==> src/design/cbf_pkg.sv <==
// Constants, field layouts and carriers for the charger boost fault and mask block.
// Assumes a register block on the same clock that forwards host register accesses.
package cbf_pkg;

  // Register offsets as seen by the host
  localparam logic [7:0] CBF_BOOST_FLAGS_ADDR = 8'h0A;
  localparam logic [7:0] CBF_SYS_MASK_ADDR = 8'h0B;
  localparam logic [7:0] CBF_CHG_MASK_ADDR = 8'h0C;
  localparam logic [7:0] CBF_BOOST_MASK_ADDR = 8'h0D;

  // Reset values
  localparam logic [7:0] CBF_FLAGS_RESET = 8'h00;
  localparam logic [7:0] CBF_MASK_RESET = 8'h00;
  localparam logic [7:0] CBF_UNMAPPED_READ = 8'h00;

  // Boost fault flag and mask bit positions
  localparam int CBF_BST_BUS_OV_BIT = 7;
  localparam int CBF_BST_OVERLOAD_BIT = 6;
  localparam int CBF_BST_LOW_BATT_BIT = 5;
  localparam int CBF_BST_BATT_OV_BIT = 4;
  localparam int CBF_BST_TIMEOUT_BIT = 3;

  // System fault mask bit positions
  localparam int CBF_SYS_THERMAL_BIT = 7;
  localparam int CBF_SYS_BUS_OV_BIT = 6;
  localparam int CBF_SYS_LED_BIT = 0;

  // Charger flag and mask bit positions
  localparam int CBF_CHG_REVERSE_BIT = 7;
  localparam int CBF_CHG_BAD_ADAPTOR_BIT = 6;
  localparam int CBF_CHG_BATT_OV_BIT = 5;
  localparam int CBF_CHG_DONE_BIT = 4;
  localparam int CBF_CHG_RECHARGE_BIT = 3;
  localparam int CBF_CHG_TIMEOUT_BIT = 2;
  localparam int CBF_CHG_THERM_REG_BIT = 1;
  localparam int CBF_CHG_DPM_BIT = 0;

  // Bits of each flag register that carry a live source
  localparam logic [7:0] CBF_SYS_USED = 8'hC1;
  localparam logic [7:0] CBF_CHG_USED = 8'hFF;
  localparam logic [7:0] CBF_BOOST_USED = 8'hF8;
  // Charger bits that are faults and so stop the charger
  localparam logic [7:0] CBF_CHG_FAULTS = 8'hE4;

  // Charge/boost enable field values
  localparam logic [1:0] CBF_ENABLE_OFF = 2'h0;
  localparam logic [1:0] CBF_ENABLE_RECHARGE_STOPS = 2'h2;

  // Boost safety timer
  localparam longint CBF_CLK_HZ = 64'd20000000;
  localparam longint CBF_BOOST_TIMEOUT_S = 64'd32;
  localparam longint CBF_BOOST_TIMEOUT_CYCLES = CBF_BOOST_TIMEOUT_S * CBF_CLK_HZ;

  // Number of analog boost detectors arriving on pins
  localparam int CBF_BOOST_DET_W = 4;

  // Synchronised analog boost detector levels
  typedef struct packed {
    logic bus_overvolt;
    logic overload;
    logic low_batt;
    logic batt_overvolt;
  } cbf_boost_det_t;

  // Register access from the host register block
  typedef struct packed {
    logic [7:0] addr;
    logic wr;
    logic rd;
    logic [7:0] wdata;
  } cbf_reg_req_t;

endpackage : cbf_pkg

==> src/design/cbf_fault_irq.sv <==
// Boost fault flags, three interrupt mask registers, interrupt pin and enable-field clear.
// Assumes the host register block forwards accesses on this clock and owns the enable field.
//
// Operation
// - Bus overvoltage during boost sets boost flag bit 7.
// - Boost overload sets boost flag bit 6.
// - Battery too low for boost sets boost flag bit 5.
// - Battery overvoltage during boost sets boost flag bit 4.
// - Expiry of the 32 s boost timer sets boost flag bit 3.
// - A boost fault whose flag is not already set forces the charge/boost enable field to 00.
// - Mask bits: 0 passes, 1 masks; all read/write, reset to 0.
// - System mask bit 7 masks the thermal shutdown interrupt.
// - System mask bit 6 masks the bus overvoltage interrupt.
// - System mask bit 0 masks the LED driver fault; bits 5 to 1 unused.
// - Masking never stops the protective action of a fault.
// - A masked fault never asserts the interrupt pin.
// - Charger mask bits 7, 6, 5: reverse, bad adaptor, battery overvoltage.
// - Charger mask bit 4 masks charge done, bit 3 recharge request.
// - Charger mask bit 2 masks the 32 minute charge timeout.
// - Charger mask bit 1 masks thermal regulation, bit 0 input limit.
// - Boost mask bit 7 masks bus overvoltage, bit 6 overload.
// - Boost mask bit 5 masks low battery, bit 4 battery overvoltage.
// - Boost mask bit 3 masks the boost timeout; bits 2 to 0 unused.
// - Charger faults clear the enable field; recharge only when it holds 10.
// - Charger flags share the bit order of their mask register.
`timescale 1ns/100ps
`default_nettype none
module cbf_fault_irq
  import cbf_pkg::*;
#(
  parameter longint BOOST_TIMEOUT_CYCLES = CBF_BOOST_TIMEOUT_CYCLES
) (
  input wire logic clk,
  input wire logic rstn,
  input wire cbf_reg_req_t reg_req,
  output logic [7:0] reg_rdata,
  input wire logic [CBF_BOOST_DET_W-1:0] boost_det_pin,
  input wire logic boost_run_pin,
  input wire logic [7:0] system_flags,
  input wire logic [7:0] charger_flags,
  input wire logic [1:0] charge_enable_field,
  output logic charge_enable_clear,
  output logic [7:0] boost_fault_flags_out,
  output logic irq_n
);

  if (BOOST_TIMEOUT_CYCLES < 1) begin : g_bad_timeout
    $error("cbf_fault_irq: BOOST_TIMEOUT_CYCLES must be positive");
  end

  // Analog detectors are asynchronous to clk
  logic [CBF_BOOST_DET_W-1:0] det_sync;
  logic [0:0] run_sync;
  cbf_boost_det_t det;
  logic timer_expired;

  cbf_sync #(
    .WIDTH(CBF_BOOST_DET_W)
  ) u_det_sync (
    .clk(clk),
    .rstn(rstn),
    .async_in(boost_det_pin),
    .sync_out(det_sync)
  );

  cbf_sync #(
    .WIDTH(1)
  ) u_run_sync (
    .clk(clk),
    .rstn(rstn),
    .async_in(boost_run_pin),
    .sync_out(run_sync)
  );

  assign det = cbf_boost_det_t'(det_sync);

  // Timer stops once boost is off; the enable clear drops boost_run_pin outside this block
  cbf_boost_timer #(
    .TIMEOUT_CYCLES(BOOST_TIMEOUT_CYCLES)
  ) u_timer (
    .clk(clk),
    .rstn(rstn),
    .run(run_sync[0]),
    .expired(timer_expired)
  );

  // Register state
  logic [7:0] boost_flags;
  logic [7:0] sys_mask;
  logic [7:0] chg_mask;
  logic [7:0] boost_mask;
  logic [7:0] chg_prev;
  logic [7:0] next_boost_flags;
  logic [7:0] next_sys_mask;
  logic [7:0] next_chg_mask;
  logic [7:0] next_boost_mask;
  logic [7:0] next_chg_prev;
  logic [7:0] next_reg_rdata;
  logic next_charge_enable_clear;
  logic next_irq_n;

  // Events and decode
  logic [7:0] boost_set;
  logic boost_clr;
  logic [7:0] chg_rise;
  logic [7:0] sys_pending;
  logic [7:0] chg_pending;
  logic [7:0] boost_pending;
  logic boost_new_fault;
  logic chg_new_fault;
  logic recharge_stop;

  always_comb begin
    boost_set = 8'h00;
    boost_set[CBF_BST_BUS_OV_BIT] = det.bus_overvolt;
    boost_set[CBF_BST_OVERLOAD_BIT] = det.overload;
    boost_set[CBF_BST_LOW_BATT_BIT] = det.low_batt;
    boost_set[CBF_BST_BATT_OV_BIT] = det.batt_overvolt;
    boost_set[CBF_BST_TIMEOUT_BIT] = timer_expired;
    // Reading the flag register clears it; a fault present in that cycle stays set
    boost_clr = reg_req.rd && (reg_req.addr == CBF_BOOST_FLAGS_ADDR);
    next_boost_flags = ((boost_clr ? CBF_FLAGS_RESET : boost_flags) | boost_set) & CBF_BOOST_USED;
  end

  // Mask registers keep every written bit, unused ones included
  always_comb begin
    next_sys_mask = sys_mask;
    next_chg_mask = chg_mask;
    next_boost_mask = boost_mask;
    if (reg_req.wr) begin
      unique case (reg_req.addr)
        CBF_SYS_MASK_ADDR: begin
          next_sys_mask = reg_req.wdata;
        end
        CBF_CHG_MASK_ADDR: begin
          next_chg_mask = reg_req.wdata;
        end
        CBF_BOOST_MASK_ADDR: begin
          next_boost_mask = reg_req.wdata;
        end
        default: begin
          next_sys_mask = sys_mask;
        end
      endcase
    end
  end

  // Read data is registered; the flag register shows its value before the clear
  always_comb begin
    next_reg_rdata = reg_rdata;
    if (reg_req.rd) begin
      unique case (reg_req.addr)
        CBF_BOOST_FLAGS_ADDR: begin
          next_reg_rdata = boost_flags;
        end
        CBF_SYS_MASK_ADDR: begin
          next_reg_rdata = sys_mask;
        end
        CBF_CHG_MASK_ADDR: begin
          next_reg_rdata = chg_mask;
        end
        CBF_BOOST_MASK_ADDR: begin
          next_reg_rdata = boost_mask;
        end
        default: begin
          next_reg_rdata = CBF_UNMAPPED_READ;
        end
      endcase
    end
  end

  // Protective action uses raw events, never the masks
  always_comb begin
    next_chg_prev = charger_flags;
    chg_rise = charger_flags & ~chg_prev;
    boost_new_fault = |(boost_set & ~boost_flags);
    chg_new_fault = |(chg_rise & CBF_CHG_FAULTS);
    recharge_stop = chg_rise[CBF_CHG_RECHARGE_BIT]
      && (charge_enable_field == CBF_ENABLE_RECHARGE_STOPS);
    next_charge_enable_clear = (boost_new_fault || chg_new_fault || recharge_stop)
      && (charge_enable_field != CBF_ENABLE_OFF);
  end

  // Per-source pending terms; mask bit set removes the source
  always_comb begin
    sys_pending = 8'h00;
    sys_pending[CBF_SYS_THERMAL_BIT] = system_flags[CBF_SYS_THERMAL_BIT]
      && !sys_mask[CBF_SYS_THERMAL_BIT];
    sys_pending[CBF_SYS_BUS_OV_BIT] = system_flags[CBF_SYS_BUS_OV_BIT]
      && !sys_mask[CBF_SYS_BUS_OV_BIT];
    sys_pending[CBF_SYS_LED_BIT] = system_flags[CBF_SYS_LED_BIT]
      && !sys_mask[CBF_SYS_LED_BIT];
    // Charger flags line up bit for bit with their masks
    chg_pending = charger_flags & ~chg_mask & CBF_CHG_USED;
    boost_pending = boost_flags & ~boost_mask & CBF_BOOST_USED;
    next_irq_n = !(|sys_pending || |chg_pending || |boost_pending);
  end

  always_ff @(posedge clk or negedge rstn) begin
    if (!rstn) begin
      boost_flags <= CBF_FLAGS_RESET;
      sys_mask <= CBF_MASK_RESET;
      chg_mask <= CBF_MASK_RESET;
      boost_mask <= CBF_MASK_RESET;
      chg_prev <= CBF_FLAGS_RESET;
      reg_rdata <= CBF_UNMAPPED_READ;
      charge_enable_clear <= 1'b0;
      irq_n <= 1'b1;
    end else begin
      boost_flags <= next_boost_flags;
      sys_mask <= next_sys_mask;
      chg_mask <= next_chg_mask;
      boost_mask <= next_boost_mask;
      chg_prev <= next_chg_prev;
      reg_rdata <= next_reg_rdata;
      charge_enable_clear <= next_charge_enable_clear;
      irq_n <= next_irq_n;
    end
  end

  assign boost_fault_flags_out = boost_flags;

endmodule : cbf_fault_irq
`default_nettype wire

==> src/design/cbf_sync.sv <==
// Two-flop synchroniser, one stage pair per bit.
// Assumes inputs are asynchronous levels; pulses shorter than one clock may be missed.
`timescale 1ns/100ps
`default_nettype none
module cbf_sync
  import cbf_pkg::*;
#(
  parameter int WIDTH = 4
) (
  input wire logic clk,
  input wire logic rstn,
  input wire logic [WIDTH-1:0] async_in,
  output logic [WIDTH-1:0] sync_out
);

  // Refused at elaboration, before any logic is built
  if (WIDTH < 1) begin : g_bad_width
    $error("cbf_sync: WIDTH must be at least 1");
  end

  genvar i;
  generate
    for (i = 0; i < WIDTH; i++) begin : g_bit
      logic meta;
      logic next_meta;
      logic next_out;
      // The first stage feeds only the second stage
      always_comb begin
        next_meta = async_in[i];
        next_out = meta;
      end
      always_ff @(posedge clk or negedge rstn) begin
        if (!rstn) begin
          meta <= 1'b0;
          sync_out[i] <= 1'b0;
        end else begin
          meta <= next_meta;
          sync_out[i] <= next_out;
        end
      end
    end
  endgenerate

endmodule : cbf_sync
`default_nettype wire

==> src/design/cbf_boost_timer.sv <==
// Boost safety timer: counts while boost runs and pulses once on expiry.
// Assumes run is already synchronised; dropping run restarts the count.
`timescale 1ns/100ps
`default_nettype none
module cbf_boost_timer
  import cbf_pkg::*;
#(
  parameter longint TIMEOUT_CYCLES = CBF_BOOST_TIMEOUT_CYCLES
) (
  input wire logic clk,
  input wire logic rstn,
  input wire logic run,
  output logic expired
);

  // The counter is 32 bits wide, so longer spans are refused at elaboration
  if (TIMEOUT_CYCLES < 1 || TIMEOUT_CYCLES > 64'hFFFFFFFF) begin : g_bad_timeout
    $error("cbf_boost_timer: TIMEOUT_CYCLES out of range");
  end

  localparam logic [31:0] LAST = 32'(TIMEOUT_CYCLES - 1);

  logic [31:0] count;
  logic done;
  logic [31:0] next_count;
  logic next_done;
  logic next_expired;

  // Fires once per run; a held run after expiry does not refire
  always_comb begin
    next_count = count;
    next_done = done;
    next_expired = 1'b0;
    if (!run) begin
      next_count = 32'h0;
      next_done = 1'b0;
    end else if (!done) begin
      if (count == LAST) begin
        next_done = 1'b1;
        next_expired = 1'b1;
      end else begin
        next_count = count + 32'h1;
      end
    end
  end

  always_ff @(posedge clk or negedge rstn) begin
    if (!rstn) begin
      count <= 32'h0;
      done <= 1'b0;
      expired <= 1'b0;
    end else begin
      count <= next_count;
      done <= next_done;
      expired <= next_expired;
    end
  end

endmodule : cbf_boost_timer
`default_nettype wire

==> config.mk <==
export PLATFORM = sky130hd
export DESIGN_NAME = cbf_fault_irq
export DESIGN_NICKNAME = d
export VERILOG_FILES = /design/src/design/cbf_pkg.sv /design/src/design/cbf_fault_irq.sv /design/src/design/cbf_sync.sv /design/src/design/cbf_boost_timer.sv
export SDC_FILE = /design/constraint.sdc
export NUM_CORES = 1
export LEC_CHECK = 0
export BUFFER_PORTS_ARGS = -buffer_cell sky130_fd_sc_hd__buf_2
export CAP_MARGIN = 20
export CORE_UTILIZATION = 25
export CTS_BUF_LIST = sky130_fd_sc_hd__clkbuf_8
export CTS_CLUSTER_SIZE = 20
export DETAILED_ROUTE_END_ITERATION = 6
export HOLD_SLACK_MARGIN = 0.06
export PLACE_DENSITY = 0.47
export REMOVE_ABC_BUFFERS = 1
export SYNTH_ARGS = -nofsm -noshare
export SYNTH_HDL_FRONTEND = slang
export SYNTH_SLANG_ARGS = --single-unit
==> constraint.sdc <==
create_clock -name clk -period 2 [get_ports clk]
set_input_delay 0.3 -clock clk [delete_from_list [all_inputs] [get_ports clk]]
set_output_delay 0.3 -clock clk [all_outputs]
set_load 0.02 [all_outputs]
==> qor.yml, run 1 <==
htreeDepth: 3
synth.most_common_cell: "dfrtp_1"
busiest_layer: "met2"
status: "complete, no violations"
vias_per_cell: 4.70
crit_type: "flop to flop"
ys_types: 60
grt.overflow.total: 0
fillerInstances: 1704
cts-root-buf: "clkbuf_8"
tightestPinTransition_ns: 0.611
power_mw: 3.34
instances_no_fill: 678
cts.sink_count: 88
syn_avg_cell_area_sq_um: 11.0
grt_antenna_before_repair: 0
grt_start_max_net_pins: 40
cap_violations: 0
cp-end-kind: "flop"
grt_pass1_vias: 3122
grt_util_met3_pct: 4.48
synthCells: 373
synth_top_area_cell: "dfrtp_1"
cts_buffers: 9
drive_gt1_share_pct: 28.8
worst_slew_margin_rel_pct: 59.1
place_congestion: 0.794
wl_microns: 10500
firstDrtPassIters: 4
powerDensity_nw_per_um2: 657
fmax_ghz: 0.548
worstSetupStartpoint: "u_timer.count[22]"
period_share_pct: 91.3
vdd_drop_max_v: 0.000288
synth.cell_area_sq_um: 4120
hold_viol_final: 0
wl_per_cell_microns: 15.5
final-setup-viol-count: 0
yosys-top-cells-area: "dfrtp_1 53%, mux2_2 6.6%, xor2_1 3.2%"
insertion_delay_ns: 0.37
start_kind: "flop"
clk_pin_slew_ns: 0.09
rsz0062_at_grt: "no"
met2_usage_pct: 20.6
fp.coreArea_sq_um: 16000
rows: 46
die_area_sq_um: 17000
async_reset_ff_share_pct: 100
period_needed_ns: 1.83
first_iter_violations: 176
synth-edff-count: 0
arrival_ns: 2.07
clockBufferDepth: 2
fin_nets: 501
leakagePower_nw: 2.31
crit_path_max_fanout: 4
num_vias: 3185
track_usage_pct: 13.1
postRouteAntennaNets: 0
start_util_pct: 25.8
worst_hold_startpoint: "charger_flags[2]"
route.detailed.drc: 0
die_w_microns: 130
cts_tree: "built"
die_h_microns: 130
final-max-slew-violation-count: 0
syn_to_final_growth_pct: 23.5
synth_flop_cell: "dfrtp_1"
antenna-diode-count: 0
timing.rr.start: "u_timer.count[22]"
yosysSeqAreaShare_pct: 53.5
io_pins: 61
synth_top_area_share_pct: 52.8
grt_util_met1_pct: 17.2
clock_skew_ns: 0.00952
placedCellCount: 651
io_buffers: 52
hold_class: "input port to flop"
whs_ns: 0.101
critical_path_required_ns: 2.24
yosys_warnings: 0
synthTopCellsByCount: "87 x dfrtp_1, 27 x inv_1, 27 x nor2_1, 24 x mux2_2, 23 x nand3_1"
synth-seq-cells: 88
grt_first_pass_wirelength_microns: 16700
dp_hpwl_microns: 7760
-- power breakdown --
| part | total [mW] | switching [mW] | internal, mW | leakage, nW |
|---|---|---|---|---|
| registers | 1.85 | 0.0299 | 1.82 | 1.16 |
| clock network | 1.24 | 0.665 | 0.577 | 0.0970 |
| logic | 0.249 | 0.143 | 0.107 | 1.05 |
-- critical path: stages (launching register included) --
cell and delay (ns):
dfrtp_1 0.39, or4_4 0.54, nor4_4 0.18, nand4_1 0.27, nand2_2 0.21, o311ai_2 0.11
-- cell families after synthesis --
logic type,Yosys count,synth area share [%]
simple gates,134,18.7
flops,88,53.5
compound gates,60,11.6
buf+inv,42,4.31
mux,28,7.53
xor+xnor,19,4.04
fa+ha+maj,1,0.304
other cells,1,0.0910
-- cell usage in the layout (no fill, tap or decap), types with 10 or more instances in the layout --
master / n
buf_4: 22
nand3_1: 23
dlygate4sd3_1: 10
nand2_1: 18
xor2_1: 15
nor2_1: 27
buf_2: 51
o22ai_1: 10
mux2_2: 24
nand4_1: 15
dfrtp_1: 87
inv_1: 28
-- repair_timing --
item / CTS / global route
endpoints found under the setup margin: 0 / 2
endpoints found under the hold margin: 46 / 0
buffers inserted: 0 / 1
resized for setup: 0 / 1
hold buffers: 10 / 0
-- metal layers --
layer | vias up | wire length (microns)
met5 | - | 0
met4 | 0 | 129
met3 | 10 | 591
met2 | 74 | 4900
met1 | 1581 | 4900
li1 | 1520 | -
-- registers in the layout (all words and copies together) (netlist names) --
signal and flops:
u_run_sync.sync_out 1, chg_mask 8, u_run_sync.g_bit.meta 1, u_timer.expired 1, charge_enable_clear 1, boost_mask 8
u_timer.count 32, u_det_sync.g_bit.meta 4, u_timer.done 1, chg_prev 5, reg_rdata 8, irq_n 1
sys_mask 8, boost_fault_flags_out 5, u_det_sync.sync_out 4
-- path summary, 6_finish.rpt --
path / to / cells after the start / slack [ns]
setup / recovery: u_timer.count[7] / 5 / 0.17
hold / removal: chg_prev[2] / 1 / 0.10
setup reg to reg: u_timer.count[7] / 5 / 0.17
hold reg to reg: u_run_sync.sync_out / 0 / 0.36
max in group asynchronous: irq_n / 3 / 0.95
min in group asynchronous: reg_rdata[2] / 2 / 0.45
-- stage by stage --
stage	utilization [%]	setup TNS (ns)	setup WS [ns]	area (sq um)
6_report	31.8	0	0.174	5090
5_1_grt	31.8	0	0.0616	5090
4_1_cts	31.7	0	0.0650	5070
3_5_place_dp	29.9	0	0.0704	4780
3_3_place_gp	29.9	0	0.0999	4780
2_1_floorplan	-	-1.04	-0.249	4060
-- cell type report --
cell class	count	area [sq um]	area share, %
multi-input cells	245	1750	34.5
flip-flops and latches	88	2200	43.3
clock inverters	7	71.3	1.40
inverters	28	105	2.07
repair buffers	85	561	11.0
well taps	216	270	5.31
clock buffers	9	124	2.43
Power figures use the tool's default switching activity.
==> inputs of run 2 (changes only) <==
--- a/config.mk
+++ b/config.mk
@@ -16,4 +16,5 @@
 export REMOVE_ABC_BUFFERS = 1
 export SYNTH_ARGS = -nofsm -noshare
 export SYNTH_HDL_FRONTEND = slang
+export SYNTH_HIERARCHICAL = 1
 export SYNTH_SLANG_ARGS = --single-unit
==> qor.yml, run 2 <==
clockBufferDepth: 2  # unchanged
cts-root-buf: "clkbuf_8"
timing.rr.start: "u_timer/count[4]"
clk_pin_slew_ns: 0.09  # about the same
postRouteAntennaNets: 0  # unchanged
worst_slew_margin_rel_pct: 61.0  # +1.9 points
die_w_microns: 134  # +2.7%
final-setup-viol-count: 0  # unchanged
fmax_ghz: 0.500  # -8.7%
die_h_microns: 134  # +2.7%
num_vias: 3524  # +11%
cts_buffers: 9  # unchanged
cap_violations: 0  # unchanged
regMostFlops: "u_timer/count"
grt_antenna_before_repair: 0  # unchanged
ff2ff_path_depth: 4  # -1
dp_hpwl_microns: 8140  # +5.0%
synth_top_area_share_pct: 50.0  # -2.8 points
htreeDepth: 3  # unchanged
most-common-layout-cells: "85 x dfrtp_1, 51 x buf_2, 37 x mux2_2"
whs_ns: 0.0875  # -0.0137 ns
vdd_drop_max_v: 0.000287  # -0.35%
worstSetupEndpoint: "u_timer/count[31]"
worstSetupStartpoint: "u_timer/count[4]"
period_share_pct: 100  # +8.7 points
first_iter_violations: 169  # -4.0%
multi_input_area_sq_um: 2020  # +15%
wl_microns: 11500  # +9.2%
io_pins: 61  # unchanged
async_reset_ff_share_pct: 100  # unchanged
synth-edff-count: 0  # unchanged
syn_to_final_growth_pct: 24.2
cp-end-kind: "flop"
firstDrtPassIters: 4  # unchanged
pre_cts_slack_ns: -0.0570  # -0.127 ns
place_congestion: 0.771  # -2.9%
fillerInstances: 1761  # +3.3%
synth_flop_cell: "dfrtp_1"
powerDensity_nw_per_um2: 626  # -4.8%
fin_setup_tns_ns: 0  # unchanged
r2r-end: "u_timer/count[31]"
insertion_delay_ns: 0.37  # about the same
io_buffers: 52  # unchanged
start_util_pct: 26.0  # +0.21 points
grt_start_max_net_pins: 31  # -23%
rsz0062_at_grt: "yes"
route.detailed.drc: 0  # unchanged
fp.coreArea_sq_um: 16800  # +4.7%
grt_pass1_vias: 3544  # +14%
start_kind: "flop"
final-max-slew-violation-count: 0  # unchanged
arrival_ns: 2.29  # +0.22 ns
syn_avg_cell_area_sq_um: 11.1  # +0.24%
placedInstanceArea_sq_um: 5060  # +5.9%
post-route-util_pct: 32.3  # +0.46 points
status: "complete, no violations"
rows: 47  # +2.2%
instances_no_fill: 712  # +5.0%
hold_viol_final: 0  # unchanged
synth_top_area_cell: "dfrtp_1"
synthCells: 393  # +5.4%
die_area_sq_um: 17900  # +5.5%
tightestPinTransition_ns: 0.583  # -0.0280 ns
antenna-diode-count: 0  # unchanged
setup_slack_ns: 0.000486  # -0.173 ns
track_usage_pct: 13.3  # +0.17 points
grt.overflow.total: 0  # unchanged
yosys-top-cells-area: "dfrtp_1 50%, mux2_2 9.6%, nand2b_1 3.0%"
power_mw: 3.38  # +1.1%
drive_gt1_share_pct: 31.9  # +3.1 points
vias_per_cell: 4.95  # +5.4%
crit_path_max_fanout: 7  # +3
cts.sink_count: 88  # unchanged
synth.cell_area_sq_um: 4350  # +5.6%
critical_path_required_ns: 2.30  # +0.06 ns
leakagePower_nw: 2.40  # +4.0%
reg2reg_slack_ns: 0.0005  # -0.17 ns
yosys_warnings: 6  # +6
hold_class: "input port to flop"
clock_skew_ns: 0.00980  # +0.000279 ns
placedCellCount: 683  # +4.9%
synth-seq-cells: 88  # unchanged
ff_latch_area_sq_um: 2210  # +0.11%
yosysSeqAreaShare_pct: 50.6  # -2.8 points
crit_type: "flop to flop"
cts_tree: "built"
grt_first_pass_wirelength_microns: 18500  # +11%
synthTopCellsByCount: "87 x dfrtp_1, 37 x mux2_2, 21 x nand2b_1, 19 x inv_1, 18 x nand3_1"
synth.most_common_cell: "dfrtp_1"
period_needed_ns: 2.00  # +0.173 ns
fin_nets: 531  # +6.0%
final_area_sq_um: 5410  # +6.2%
ys_types: 61  # +1.7%
largest_reg_flops: 32  # unchanged
final_common_cell: "dfrtp_1"
wl_per_cell_microns: 16.1  # +3.9%
## run 2: cell count changes after synthesis, sizes merged, moves of 7 or more
cell    change
a21oi      +11
a221oi      -7
inv         -8
mux2       +13
nand2b     +17
nor2       -24
o31ai       +7
or3        +12
or4        +12
xor2       -14
## run 2: per-layer routing
metal  track usage (%)  share of wire, %  vias to the layer above
li1                  -                 -                     1670
met1              16.9                45                     1748
met2              21.8                48                       92
met3              3.63               5.1                       14
met4              4.61               2.1                        0
met5                 0                 0                        -
## run 2: worst max-delay path: stages (launching register included)
cell and delay, ns:
dfrtp_1 0.42, nand3_1 0.21, or4_4 0.64, or4_1 0.50, a21oi_1 0.15
## run 2: area by class of cell
class	count	share of cell area [%]
clock buffer	10	2.55
sequential	88	40.8
multi-input combinational	273	37.5
timing repair buffer	96	11.7
inverter	19	1.32
clock inverter	6	1.11
tap	220	5.09
## run 2: how the worst min path moves through the flow
stage          slack, ns  cells after the start                       end        startpoint
2_1_floorplan      0.004                      0  boost_fault_flags_out[3]              rstn
3_3_place_gp        0.23                      1               chg_prev[7]              rstn
3_5_place_dp        0.23                      1       charge_enable_clear              rstn
4_1_cts             0.06                      1               chg_prev[5]  charger_flags[5]
5_1_grt             0.06                      1               chg_prev[5]  charger_flags[5]
6_report            0.09                      1               chg_prev[5]  charger_flags[5]
## run 2: power breakdown
part | internal (mW) | switching [mW] | total, mW
Sequential | 1.82 | 0.0254 | 1.85
Clock | 0.608 | 0.645 | 1.25
Combinational | 0.128 | 0.152 | 0.280
Total | 2.56 | 0.822 | 3.38
## run 2: logic make-up (layout without fill, tap and decap cells)
| family | count (synthesis) | count (layout) | share of synthesized area [%] |
|---|---|---|---|
| adder cells (fa/ha/maj) | 1 | 1 | 0.287 |
| buffers and inverters | 35 | 131 | 3.68 |
| other | 1 | 3 | 0.0862 |
| AND/OR/NAND/NOR | 155 | 156 | 23.6 |
| flip-flops | 88 | 88 | 50.6 |
| multiplexers | 38 | 38 | 9.80 |
| XOR/XNOR | 3 | 3 | 0.604 |
| AO/OA/AOI/OAI | 72 | 72 | 11.3 |
## run 2: timing repair
action	in CTS	in global routing
setup endpoints to repair	5	12
hold endpoints to repair	32	0
pin swaps	1	1
hold buffers	10	0
setup buffers	0	2
gates cloned	0	1
gates resized for setup	1	6
